===== src/verilog/refdiv_clkin_cfg_pkg.sv =====
// Constants for the reference divider sync and clock input config bank
package refdiv_clkin_cfg_pkg;
  localparam int ADDR_W = 12;
  localparam int DATA_W = 32;
  localparam int SEL_W = 4;
  // Register indices and their byte addresses (index times four)
  localparam logic [ADDR_W-1:0] REF_DIVIDER_SYNC_CONTROL_IDX = 12'h145;
  localparam logic [ADDR_W-1:0] CLOCK_INPUT_ENABLE_TYPE_IDX = 12'h146;
  localparam logic [ADDR_W-1:0] REF_DIVIDER_SYNC_CONTROL_ADDR = 12'h514;
  localparam logic [ADDR_W-1:0] CLOCK_INPUT_ENABLE_TYPE_ADDR = 12'h518;
  // Sync control field positions
  localparam int PLL_A_SYNC_EN_BIT = 6;
  localparam int PLL_A_SYNC_SRC_HI = 5;
  localparam int PLL_A_SYNC_SRC_LO = 4;
  localparam int PLL_B_SYNC_EN_BIT = 3;
  // Source codes
  localparam logic [1:0] SYNC_SRC_RSVD_0 = 2'h0;
  localparam logic [1:0] SYNC_SRC_PIN = 2'h1;
  localparam logic [1:0] SYNC_SRC_INPUT0 = 2'h2;
  localparam logic [1:0] SYNC_SRC_RSVD_3 = 2'h3;
  // Input control field positions
  localparam int SEL_PIN_EN_BIT = 7;
  localparam int SEL_PIN_POL_BIT = 6;
  localparam int INPUT2_ELIG_BIT = 5;
  localparam int INPUT1_ELIG_BIT = 4;
  localparam int INPUT0_ELIG_BIT = 3;
  localparam int INPUT2_KIND_BIT = 2;
  localparam int INPUT1_KIND_BIT = 1;
  localparam int INPUT0_KIND_BIT = 0;
  // Power-on values
  localparam logic RST_PLL_A_SYNC_EN = 1'b0;
  localparam logic [1:0] RST_PLL_A_SYNC_SRC = 2'h0;
  localparam logic RST_PLL_B_SYNC_EN = 1'b0;
  localparam logic RST_SEL_PIN_EN = 1'b0;
  localparam logic RST_SEL_PIN_POL = 1'b0;
  localparam logic [2:0] RST_AUTO_ELIGIBLE = 3'h3;
  localparam logic [2:0] RST_BUFFER_KIND = 3'h0;
  // Pin synchroniser lanes: sync pin, input 0, select pin 0, select pin 1
  localparam int PIN_LANES = 4;
  localparam int LANE_SYNC = 0;
  localparam int LANE_IN0 = 1;
  localparam int LANE_SEL0 = 2;
  localparam int LANE_SEL1 = 3;
endpackage


===== src/verilog/refdiv_clkin_cfg.sv =====
// Reference divider sync and clock input configuration bank on Wishbone
//
// Chosen here: the Wishbone slave port.
`timescale 1ns/1ps
module refdiv_clkin_cfg (
  input wire logic clk_i,
  input wire logic rst_i,
  input wire logic cyc_i,
  input wire logic stb_i,
  input wire logic we_i,
  input wire logic [refdiv_clkin_cfg_pkg::ADDR_W-1:0] adr_i,
  input wire logic [refdiv_clkin_cfg_pkg::SEL_W-1:0] sel_i,
  input wire logic [refdiv_clkin_cfg_pkg::DATA_W-1:0] dat_i,
  output logic [refdiv_clkin_cfg_pkg::DATA_W-1:0] dat_o,
  output logic ack_o,
  input wire logic sync_pin_i,
  input wire logic clock_input_0_i,
  input wire logic [1:0] input_select_pins_i,
  output logic pll_a_refdiv_sync_o,
  output logic pll_b_refdiv_sync_o,
  output logic input_select_pin_enable_o,
  output logic [1:0] input_select_o,
  output logic [2:0] auto_eligible_o,
  output logic [2:0] buffer_kind_o
);
  import refdiv_clkin_cfg_pkg::*;

  logic pll_a_refdiv_sync_enable;
  logic [1:0] pll_a_refdiv_sync_source;
  logic pll_b_refdiv_sync_enable;
  logic input_select_pin_enable;
  logic input_select_pin_polarity;
  logic [2:0] auto_eligible;
  logic [2:0] buffer_kind;
  logic hit_sync_ctrl;
  logic hit_input_ctrl;
  logic wr_lane0;
  logic [7:0] read_byte;
  logic [PIN_LANES-1:0] pin_meta;
  logic [PIN_LANES-1:0] pin_sync;
  logic [PIN_LANES-1:0] pin_prev;
  logic [PIN_LANES-1:0] pin_rise;
  logic next_pll_a_sync;
  logic [1:0] next_select;

  // Bus decode; only byte lane 0 carries the 8-bit registers
  assign hit_sync_ctrl = (adr_i == REF_DIVIDER_SYNC_CONTROL_ADDR);
  assign hit_input_ctrl = (adr_i == CLOCK_INPUT_ENABLE_TYPE_ADDR);
  assign wr_lane0 = cyc_i && stb_i && we_i && ack_o && sel_i[0];

  // One wait state; ack drops the cycle after it is given
  always_ff @(posedge clk_i) begin
    if (rst_i) begin
      ack_o <= 1'b0;
    end else begin
      ack_o <= cyc_i && stb_i && !ack_o;
    end
  end

  // Reserved bits read back as zero; unmapped addresses read zero
  always_comb begin
    read_byte = 8'h00;
    if (hit_sync_ctrl) begin
      read_byte[PLL_A_SYNC_EN_BIT] = pll_a_refdiv_sync_enable;
      read_byte[PLL_A_SYNC_SRC_HI:PLL_A_SYNC_SRC_LO] = pll_a_refdiv_sync_source;
      read_byte[PLL_B_SYNC_EN_BIT] = pll_b_refdiv_sync_enable;
    end else if (hit_input_ctrl) begin
      read_byte[SEL_PIN_EN_BIT] = input_select_pin_enable;
      read_byte[SEL_PIN_POL_BIT] = input_select_pin_polarity;
      read_byte[INPUT2_ELIG_BIT] = auto_eligible[2];
      read_byte[INPUT1_ELIG_BIT] = auto_eligible[1];
      read_byte[INPUT0_ELIG_BIT] = auto_eligible[0];
      read_byte[INPUT2_KIND_BIT] = buffer_kind[2];
      read_byte[INPUT1_KIND_BIT] = buffer_kind[1];
      read_byte[INPUT0_KIND_BIT] = buffer_kind[0];
    end
  end

  // Read data captured as ack rises, so it is steady while ack is high
  always_ff @(posedge clk_i) begin
    if (rst_i) begin
      dat_o <= '0;
    end else if (cyc_i && stb_i && !ack_o) begin
      dat_o <= {{(DATA_W-8){1'b0}}, read_byte};
    end
  end

  // Sync control register; reserved bits are not stored
  always_ff @(posedge clk_i) begin
    if (rst_i) begin
      pll_a_refdiv_sync_enable <= RST_PLL_A_SYNC_EN;
      pll_a_refdiv_sync_source <= RST_PLL_A_SYNC_SRC;
      pll_b_refdiv_sync_enable <= RST_PLL_B_SYNC_EN;
    end else if (wr_lane0 && hit_sync_ctrl) begin
      pll_a_refdiv_sync_enable <= dat_i[PLL_A_SYNC_EN_BIT];
      pll_a_refdiv_sync_source <= dat_i[PLL_A_SYNC_SRC_HI:PLL_A_SYNC_SRC_LO];
      pll_b_refdiv_sync_enable <= dat_i[PLL_B_SYNC_EN_BIT];
    end
  end

  // Input enable and buffer type register
  always_ff @(posedge clk_i) begin
    if (rst_i) begin
      input_select_pin_enable <= RST_SEL_PIN_EN;
      input_select_pin_polarity <= RST_SEL_PIN_POL;
      auto_eligible <= RST_AUTO_ELIGIBLE;
      buffer_kind <= RST_BUFFER_KIND;
    end else if (wr_lane0 && hit_input_ctrl) begin
      input_select_pin_enable <= dat_i[SEL_PIN_EN_BIT];
      input_select_pin_polarity <= dat_i[SEL_PIN_POL_BIT];
      auto_eligible[2] <= dat_i[INPUT2_ELIG_BIT];
      auto_eligible[1] <= dat_i[INPUT1_ELIG_BIT];
      auto_eligible[0] <= dat_i[INPUT0_ELIG_BIT];
      buffer_kind[2] <= dat_i[INPUT2_KIND_BIT];
      buffer_kind[1] <= dat_i[INPUT1_KIND_BIT];
      buffer_kind[0] <= dat_i[INPUT0_KIND_BIT];
    end
  end

  // Two-flop synchronisers for every pin; edges seen from second flop only
  genvar lane;
  generate
    for (lane = 0; lane < PIN_LANES; lane++) begin : g_pin
      always_ff @(posedge clk_i) begin
        if (rst_i) begin
          pin_meta[lane] <= 1'b0;
          pin_sync[lane] <= 1'b0;
          pin_prev[lane] <= 1'b0;
        end else begin
          pin_meta[lane] <= (lane == LANE_SYNC) ? sync_pin_i :
                            (lane == LANE_IN0) ? clock_input_0_i :
                            (lane == LANE_SEL0) ? input_select_pins_i[0] :
                            input_select_pins_i[1];
          pin_sync[lane] <= pin_meta[lane];
          pin_prev[lane] <= pin_sync[lane];
        end
      end
      assign pin_rise[lane] = pin_sync[lane] && !pin_prev[lane];
    end
  endgenerate

  // Input 0 is sampled, so only inputs well below half clk_i are seen
  always_comb begin
    next_pll_a_sync = 1'b0;
    case (pll_a_refdiv_sync_source)
      SYNC_SRC_PIN: next_pll_a_sync = pin_rise[LANE_SYNC];
      SYNC_SRC_INPUT0: next_pll_a_sync = pin_rise[LANE_IN0];
      SYNC_SRC_RSVD_0: next_pll_a_sync = 1'b0;
      SYNC_SRC_RSVD_3: next_pll_a_sync = 1'b0;
      default: next_pll_a_sync = 1'b0;
    endcase
  end

  // Selected select-pin level, corrected for polarity
  always_comb begin
    next_select = {pin_sync[LANE_SEL1], pin_sync[LANE_SEL0]};
    if (input_select_pin_polarity) begin
      next_select = ~next_select;
    end
  end

  // One-cycle divider sync pulses
  always_ff @(posedge clk_i) begin
    if (rst_i) begin
      pll_a_refdiv_sync_o <= 1'b0;
      pll_b_refdiv_sync_o <= 1'b0;
    end else begin
      pll_a_refdiv_sync_o <= pll_a_refdiv_sync_enable && next_pll_a_sync;
      pll_b_refdiv_sync_o <= pll_b_refdiv_sync_enable && pin_rise[LANE_SYNC];
    end
  end

  // Configuration outputs to the clock input logic
  always_ff @(posedge clk_i) begin
    if (rst_i) begin
      input_select_pin_enable_o <= RST_SEL_PIN_EN;
      input_select_o <= 2'h0;
      auto_eligible_o <= RST_AUTO_ELIGIBLE;
      buffer_kind_o <= RST_BUFFER_KIND;
    end else begin
      input_select_pin_enable_o <= input_select_pin_enable;
      // Held at zero when pins do not control selection
      input_select_o <= input_select_pin_enable ? next_select : 2'h0;
      auto_eligible_o <= auto_eligible;
      buffer_kind_o <= buffer_kind;
    end
  end
endmodule


===== config.mk =====
export PLATFORM = sky130hd
export DESIGN_NAME = refdiv_clkin_cfg
export DESIGN_NICKNAME = d
export VERILOG_FILES = /design/src/verilog/refdiv_clkin_cfg_pkg.sv /design/src/verilog/refdiv_clkin_cfg.sv
export SDC_FILE = /design/constraint.sdc
export NUM_CORES = 1
export LEC_CHECK = 0
export ABC_CLOCK_PERIOD_IN_PS = 1150
export BUFFER_PORTS_ARGS = -buffer_cell sky130_fd_sc_hd__buf_2
export CAP_MARGIN = 40
export CORE_MARGIN = 3
export CORE_UTILIZATION = 39
export DETAILED_ROUTE_END_ITERATION = 8
export GPL_ROUTABILITY_DRIVEN = 0
export PLACE_DENSITY = 0.76
export SYNTH_ARGS = -nofsm -noshare
export SYNTH_HDL_FRONTEND = slang
export SYNTH_SLANG_ARGS = --single-unit
export TNS_END_PERCENT = 20

===== constraint.sdc =====
create_clock -name clk_i -period 1.15 [get_ports clk_i]
set_input_delay 0 -clock clk_i [delete_from_list [all_inputs] [get_ports clk_i]]
set_output_delay 0 -clock clk_i [all_outputs]
set_load 0.1 [all_outputs]

==> metrics.cfg, run 1 <==
[drt]
wl_um=3630
drc=0
wl_per_cell_um=12.2
first_iter_violations=46
vias=1373
drt-vias-per-instance=4.61
dr.pass1.iters=4
ant_nets=0

[finish]
final_core_util_pct=54.3
nNetsFinal=304
area_growth_pct=29.7
antennaDiodeCount=0
drive_gt1_share_pct=37.9
final_common_cell=buf_2
fill_cells=389
stdcell_count=298
final_cell_mix=buf_2, dfxtp_1, conb_1

[pwr]
p_total_w=0.00308
ir_worst_vdd_mv=0.654
power.density_nw_per_um2=1370
power.leakage_nw=0.945

[logic_synthesis]
synth-warning-count=0
synth_area_per_cell_um2=9.65
ys_ff_latch=42
yosysUniqueCellTypes=32
synthTopCellsByArea=dfxtp_1, buf_4, nor2b_1
synth_flop_cell=dfxtp_1
synth-seq-area-share_pct=48.4
yosysTopAreaCell=dfxtp_1
syn_area_um2=1740
synthArstFlopShare_pct=0
synth_top_cell_area_share_pct=48.4
synth_edf_count=0
synthCells=180

[hold_path]
whs_path_depth=3
min-delay-start=dat_i[3]
hold_class=in2reg
hold_end=pll_b_refdiv_sync_enable

[sta]
hold_viol_final=0
grt_setup_unrepaired=yes
relSlewSlack_pct=63.3
timing.final.crit_period_ps=1130
slew_violations=0
fmax_mhz=888
tightest_slew_ps=550
fin_hold_ws_ps=14.1
fin_crit_sh_pct=97.9
fin_skew_ps=12.2
setup_violations=0

[floorplan]
die_y_um=72.7
rows=23
initial_utilization_pct=41.9
io_pins=101
die-area_um2=5290
die_w_um=72.7
core_um2=4140

[worst_setup_path]
worstReg2RegStart=ack_o
start_kind=flip-flop
cp.required_ps=1380
r2r_cells=4
end_kind=flip-flop
worstSetupPathType=reg2reg
crit_slowest_cell=dfxtp_4
worstPathMaxFanout=4
r2r_slack_ps=20
crit_chain=and3_4, nor2b_4, and2_4, mux2i_1
max_stage_delay_ps=350
worstPathArrival_ps=1350
critical_path.reg2reg.endpoint=pll_a_refdiv_sync_source[1]

[place]
dpl.hpwl_um=2500
dp_cells=277
numPortBuffers=49

[clock_tree]
cts_buffer_depth=2
clk_pin_slew_ps=80
insertion_delay_ps=300
cts_tree=yes
h-tree-depth=2
clock_sink_count=42
numCtsBuffers=5
cts_root_buf=clkbuf_8

[grt]
grt_max_degree=33
grt_usage_pct=13.5
grt_pass1_vias=1225
grt_pass1_wl_um=5490
antenna_found_initial=0
grt-ovfl-total=0

[job]
cap_viol_max_count=0

[run_status]
outcome=completed

## kinds of logic (layout without fill, tap and decap cells)
| logic type | count (synthesis) | after routing | synth area share [%] |
|---|---|---|---|
| xor+xnor | 2 | 2 | 1.01 |
| other cells | 1 | 24 | 0.216 |
| simple gates | 68 | 68 | 24.5 |
| buf+inv | 34 | 79 | 14.5 |
| compound gates | 32 | 32 | 10.8 |
| mux | 1 | 1 | 0.576 |
| flops | 42 | 42 | 48.4 |
## worst max-delay path by stage
stage,startpoint,cells past startpoint,slack (ps),endpoint
6_report,ack_o,4,20,pll_a_refdiv_sync_source[1]
5_1_grt,ack_o,5,-40,dat_o[3]
4_1_cts,ack_o,5,20,buffer_kind[1]
3_5_place_dp,adr_i[5],5,-140,pll_a_refdiv_sync_source[1]
3_3_place_gp,adr_i[5],5,-110,pll_a_refdiv_sync_source[1]
2_1_floorplan,dat_o[6],2,-170,dat_o[6]
## worst max-delay path: cells and delay by family (launching register included)
family	cells	cell delay, ps
muxes	1	170
DFF	1	350
and+or+nand+nor	3	530
## routing by layer
layer / routed length, um / track usage [%] / vias up
li1: - / - / 693
met1: 1610 / 17.0 / 629
met2: 1720 / 21.5 / 44
met3: 236 / 3.72 / 7
met4: 59 / 6.15 / 0
met5: 0 / 0 / -
## state kept, by name, indices dropped and copies added, names as in the netlist, 2 cells and up
signal                    flops
auto_eligible                 3
buffer_kind                   3
buffer_kind_o                 3
pin_sync                      4
pin_prev                      2
auto_eligible_o               3
input_select_o                2
pin_meta                      4
pll_a_refdiv_sync_source      2
dat_o                         8
## stage by stage
step | TNS [ps] | worst slack [ps] | cell area (um2)
finish | 0 | 24.4 | 2250
global route | -404 | -38.1 | 2250
CTS | 0 | 17.4 | 2210
detailed placement | -999 | -139 | 1990
global placement | -806 | -113 | 1990
floorplan | -2210 | -174 | 1860
## final cells by class
type	count	area (um2)	share of cell area (%)
sequential	42	848	37.7
multi-input combinational	127	786	34.9
timing repair buffer	70	457	20.3
clock buffer	6	82.6	3.67
tap	50	62.6	2.78
clock inverter	2	12.5	0.556
inverter	1	3.75	0.167
## power breakdown
group / switching, W / internal, W
combinational: 0.000497 / 0.000116
clock: 0.000502 / 0.000482
sequential: 0.00000867 / 0.00148
## synthesized netlist by cell type (2+ instances only)
master,number
dfxtp_1,42
buf_4,24
nor2b_1,17
nor2_1,13
a21oi_1,12
o21ai_0,10
nand3_1,7
nand2_1,6
nand2b_1,6
a211oi_1,4
a22oi_1,4
clkbuf_1,4
nand3_2,3
nand4b_1,3
or2_2,3
a21oi_2,2
and4_1,2
buf_2,2
buf_6,2
xnor2_1,2
## what timing repair did
item | 4_1_cts | 5_1_grt
pin swaps | 0 | 5
setup buffers | 0 | 1
endpoints found under the setup margin | 6 | 19
hold endpoints to repair | 12 | 0
hold buffers | 11 | 0
resized for setup | 3 | 15
gates cloned | 0 | 1
Power figures use the tool's default switching activity.
==> run 2, diff against run 1 <==
Settings changed: ABC_CLOCK_PERIOD_IN_PS 1150 to 1000.
Clock period 1.15 ns to 1 ns, I/O delays scaled along.
==> metrics.cfg, run 2 (synthesis results as in run 1) <==
[floorplan]
die_w_um=72.7  ; unchanged
die-area_um2=5290  ; unchanged
die_y_um=72.7  ; unchanged
core_um2=4140  ; unchanged
initial_utilization_pct=41.9  ; unchanged
io_pins=101  ; unchanged
rows=23  ; unchanged

[grt]
antenna_found_initial=0  ; unchanged
grt_pass1_vias=1382  ; +13%
grt_pass1_wl_um=6150  ; +12%
grt_max_degree=21  ; -36%
grt-ovfl-total=0  ; unchanged
grt_usage_pct=15.0  ; +1.5 points

[pwr]
p_total_w=0.00411  ; +33%
power.leakage_nw=1.06  ; +12%
ir_worst_vdd_mv=0.869  ; +33%
power.density_nw_per_um2=1550  ; +13%

[finish]
final_common_cell=dfxtp_1
final_core_util_pct=64.0  ; +9.7 points
nNetsFinal=307  ; +0.99%
top_register=dat_o
area_growth_pct=52.8
final_cell_mix=dfxtp_1, buf_2, conb_1
antennaDiodeCount=0  ; unchanged
largest_reg_flops=8  ; unchanged
drive_gt1_share_pct=41.0  ; +3.1 points
fin_area_um2=2650  ; +18%
reg_top3=dat_o x8, pin_meta x4, pin_sync x4

[hold_path]
whs_path_depth=3  ; unchanged
hold_class=in2reg
min-delay-start=dat_i[5]
hold_end=pll_a_refdiv_sync_source[1]

[worst_setup_path]
critical_path.reg2reg.endpoint=buffer_kind[1]
max_stage_delay_ps=350  ; about the same
end_kind=flip-flop
worstPathMaxFanout=7  ; +3
crit_slowest_cell=dfxtp_4
r2r_cells=4  ; unchanged
worstPathArrival_ps=1380  ; +30 ps
cp.required_ps=1180  ; -200 ps
r2r_slack_ps=-210  ; -230 ps
crit_chain=and3_4, nand3_2, o21ai_1, a21oi_2
worstSetupPathType=reg2reg
start_kind=flip-flop
worstReg2RegStart=ack_o

[place]
post-place-ws_ps=-283  ; -144 ps
numPortBuffers=49  ; unchanged
placed_area_um2=2320  ; +16%
dpl.hpwl_um=2720  ; +8.6%

[drt]
drc=0  ; unchanged
dr.pass1.iters=4  ; unchanged
first_iter_violations=94  ; +100%
wl_um=3860  ; +6.3%
drt-vias-per-instance=4.68  ; +1.7%
ant_nets=0  ; unchanged
wl_per_cell_um=12.8  ; +5.3%
vias=1410  ; +2.7%

[clock_tree]
numCtsBuffers=5  ; unchanged
cts_tree=yes
clk_pin_slew_ps=80  ; about the same
cts_root_buf=clkbuf_8
clock_sink_count=42  ; unchanged
h-tree-depth=2  ; unchanged
insertion_delay_ps=300  ; about the same
cts_buffer_depth=2  ; unchanged

[sta]
fin_skew_ps=8.08  ; -4.13 ps
timing.final.crit_period_ps=1210  ; +80.4 ps
hold_viol_final=0  ; unchanged
slew_violations=0  ; unchanged
fmax_mhz=829  ; -6.7%
setup_violations=20  ; +20
fin_crit_sh_pct=121  ; +23 points
layout_setup_ws_ps=-206  ; -230 ps
grt_setup_unrepaired=yes
finalSetupTns_ps=-2320  ; -2320 ps

[run_status]
outcome=finished with violations
violations=setup timing

[job]
cap_viol_max_count=0  ; unchanged

[run 2: changes by cell type in the layout (fill, tap and decap cells not counted), sizes merged]
| cell | before | now |
|---|---|---|
| buf | 59 | 62 |
| bufinv | 0 | 2 |
| clkinv | 1 | 0 |
| clkinvlp | 1 | 0 |
[run 2: metrics by stage]
stage,hold WS [ps],std cells
after global routing,48.5,301
after global placement,211,279
after floorplan,79.4,203
after detailed placement,213,279
final,26.9,301
after CTS,21.8,300
[run 2: what timing repair did]
item | 4_1_cts | 5_1_grt
resized for setup | 12 | 11
pin swaps | 4 | 3
endpoints found under the setup margin | 20 | 21
endpoints found under the hold margin | 12 | 0
gates cloned | 1 | 0
hold buffers | 11 | 0
setup buffers | 1 | 1
[run 2: worst max-delay path, delay by kind of cell (launching register included)]
| family | cells | cell delay, ps |
|---|---|---|
| AOI/OAI and AO/OA | 2 | 360 |
| and+or+nand+nor | 2 | 370 |
| DFF | 1 | 350 |
[run 2: layer usage]
layer / GRT usage, % / routed length [um] / vias up
met5: 0 / 0 / -
met4: 5.12 / 67 / 0
met3: 4.96 / 310 / 8
met2: 26.3 / 1940 / 60
met1: 17.1 / 1540 / 645
li1: - / - / 697
[run 2: worst max-delay path by stage]
stage                  start                     endpoint  slack (ps)
floorplan              ack_o  pll_a_refdiv_sync_source[1]        -300
global placement    adr_i[5]                     dat_o[4]        -210
detailed placement  adr_i[5]                     dat_o[6]        -280
CTS                    ack_o  pll_a_refdiv_sync_source[1]        -140
global route           ack_o               buffer_kind[1]        -250
finish                 ack_o               buffer_kind[1]        -210
[run 2: area by class of cell]
class / count / area (um2)
Sequential cell: 42 / 850
Multi-Input combinational cell: 127 / 806
Clock inverter: 2 / 60.1
Tap cell: 50 / 62.6
Timing Repair Buffer: 73 / 790
Clock buffer: 6 / 82.6
Inverter: 1 / 3.75
Fill cell: 324 / 1490
[run 2: report_power, final]
| group | switching [W] | internal [W] | leakage [nW] |
|---|---|---|---|
| Combinational | 0.000579 | 0.000173 | 0.644 |
| Sequential | 0.0000169 | 0.00170 | 0.343 |
| Clock | 0.000572 | 0.00106 | 0.0714 |
| Total | 0.00117 | 0.00294 | 1.06 |
==> run 3, diff against run 2 <==
Settings changed: ABC_CLOCK_PERIOD_IN_PS 1000 to 1200, CORE_UTILIZATION 39 to 43, PLACE_DENSITY 0.76 to 0.79.
Clock period 1 ns to 1.2 ns, I/O delays scaled along.
==> metrics.cfg, run 3 (synthesis results as in run 1) <==
[floorplan]
die_w_um=69.6  ; -4.4%
rows=22  ; -4.3%
initial_utilization_pct=46.1  ; +4.1 points
core_um2=3770  ; -9.0%
die-area_um2=4840  ; -8.6%
die_y_um=69.6  ; -4.4%
io_pins=101  ; unchanged

[hold_path]
hold_class=in2reg

[clock_tree]
clk_pin_slew_ps=70  ; about the same
cts_root_buf=clkbuf_8
numCtsBuffers=5  ; unchanged
cts_tree=yes
clock_sink_count=42  ; unchanged
cts_buffer_depth=2  ; unchanged
insertion_delay_ps=280  ; -20 ps
h-tree-depth=2  ; unchanged

[drt]
wl_um=3310  ; -14%
vias=1350  ; -4.3%
drc=0  ; unchanged
ant_nets=0  ; unchanged
first_iter_violations=49  ; -48%
wl_per_cell_um=11.2  ; -13%
drt-vias-per-instance=4.58  ; -2.3%
dr.pass1.iters=4  ; unchanged

[grt]
grt-ovfl-total=0  ; unchanged
antenna_found_initial=0  ; unchanged
grt_pass1_vias=1188  ; -14%
grt_pass1_wl_um=5350  ; -13%
grt_usage_pct=13.9  ; -1.2 points
met2_usage_pct=20.4  ; -5.8 points
grt_max_degree=32  ; +52%
use_met1_pct=18.0  ; +0.81 points
busiest_layer=met2
met3_usage_pct=4.49  ; -0.47 points

[pwr]
switching_share_pct=31.3  ; +2.8 points
p_switching_w=0.000901  ; -23%
p_comb_share_pct=19.7  ; +1.4 points
seqPwrFrac_pct=49.5  ; +7.7 points
clkPwrFrac_pct=30.8  ; -9.1 points
power.density_nw_per_um2=1290  ; -17%
ir_worst_vdd_mv=0.535  ; -38%
p_int_w=0.00198  ; -33%
power.leakage_nw=0.944  ; -11%

[worst_setup_path]
start_kind=flip-flop
r2r_slack_ps=10  ; +220 ps
startpoint=ack_o
critical_path.endpoint=pll_a_refdiv_sync_source[1]
r2r_cells=4  ; unchanged
worstPathMaxFanout=5  ; -2
end_kind=flip-flop
worstSetupPathType=reg2reg
critical_path.reg2reg.endpoint=pll_a_refdiv_sync_source[1]
worstPathArrival_ps=1400  ; +20 ps
cp.required_ps=1420  ; +240 ps
worstReg2RegStart=ack_o

[sta]
setup_violations=0  ; -100%
grt_setup_unrepaired=yes
hold_viol_final=0  ; unchanged
timing.final.crit_period_ps=1190  ; -20.7 ps
fin_skew_ps=5.18  ; -2.90 ps
fin_hold_ws_ps=0.338  ; -26.6 ps
fin_crit_sh_pct=98.8  ; -22 points
slew_violations=0  ; unchanged
fmax_mhz=844  ; +1.7%

[finish]
nNetsFinal=303  ; -1.3%
antennaDiodeCount=0  ; unchanged
largest_reg_flops=8  ; unchanged
final_common_cell=buf_2
fill_cells=337  ; +4.0%
drive_gt1_share_pct=36.4  ; -4.6 points
area_growth_pct=28.8
final_core_util_pct=59.3  ; -4.7 points
reg_top3=dat_o x8, pin_meta x4, pin_sync x4
stdcell_count=295  ; -2.0%
final_cell_mix=buf_2, dfxtp_1, conb_1
top_register=dat_o

[run_status]
outcome=completed

[place]
dpl.hpwl_um=2380  ; -12%
numPortBuffers=49  ; unchanged
dp_cells=275  ; -1.4%

[job]
cap_viol_max_count=0  ; unchanged

==> run 3: cell count changes in the layout (fill, tap and decap cells not counted), sizes merged <==
cell,delta
dlygate4sd3,-1
clkinv,+1
bufinv,-2
clkbuf,+1
buf,-3
==> run 3: worst max-delay path, cell delays in order (launching register included) <==
cell     delay, ps
dfxtp_4        350
and3_4         180
nor2b_4        230
and2_4         200
mux2i_1        170
==> run 3: layout make-up <==
class,instances,area [um2],area share [%]
flip-flops and latches,42,846,37.8
multi-input cells,127,783,35.0
repair buffers,69,453,20.2
clock buffers,7,86.3,3.86
well taps,48,60.1,2.68
clock inverters,1,5.00,0.224
inverters,1,3.75,0.168
==> run 3: what timing repair did <==
| action | CTS | global route |
|---|---|---|
| endpoints found under the setup margin | 0 | 11 |
| hold buffers | 10 | 0 |
| hold endpoints to repair | 10 | 0 |
| setup buffers | 0 | 2 |
| gates resized for setup | 0 | 13 |
==> run 3: routing by layer <==
layer  up-vias  share of wire, %  routed length (um)
met1       601                43                1440
met5         -                 0                   0
met3         6               8.5                 280
met2        56                46                1510
met4         0               2.4                  78
li1        687                 -                   -
==> run 3: power by group through the flow <==
stage | Combinational, W | Sequential [W] | Clock [W]
after floorplan | 0.000454 | 0.00152 | 0
after global placement | 0.000535 | 0.00146 | 0
after detailed placement | 0.000537 | 0.00146 | 0
after CTS | 0.000562 | 0.00142 | 0.000915
after global routing | 0.000592 | 0.00143 | 0.000959
final | 0.000567 | 0.00142 | 0.000888
==> run 3: worst min path at each step <==
| stage | startpoint | to | slack, ps | cells after the start |
|---|---|---|---|---|
| CTS | dat_i[3] | pll_b_refdiv_sync_enable | 2 | 3 |
| detailed placement | input_select_pins_i[1] | pin_meta[3] | 220 | 2 |
| global placement | input_select_pins_i[1] | pin_meta[3] | 210 | 2 |
| floorplan | rst_i | pin_prev[0] | 80 | 1 |
| global route | dat_i[3] | pll_b_refdiv_sync_enable | 10 | 3 |
| finish | dat_i[3] | pll_b_refdiv_sync_enable | 0.3 | 3 |
==> run 3: stage by stage <==
| stage | power (W) | TNS (ps) | area, um2 | setup WS (ps) |
|---|---|---|---|---|
| 3_3_place_gp | 0.00199 | 0 | 2000 | 11.9 |
| 5_1_grt | 0.00298 | -214 | 2240 | -37.5 |
| 6_report | 0.00288 | 0 | 2240 | 14.7 |
| 4_1_cts | 0.00290 | 0 | 2190 | 24.0 |
| 3_5_place_dp | 0.00199 | -145 | 2000 | -60.2 |
| 2_1_floorplan | 0.00198 | -1580 | 1860 | -124 |
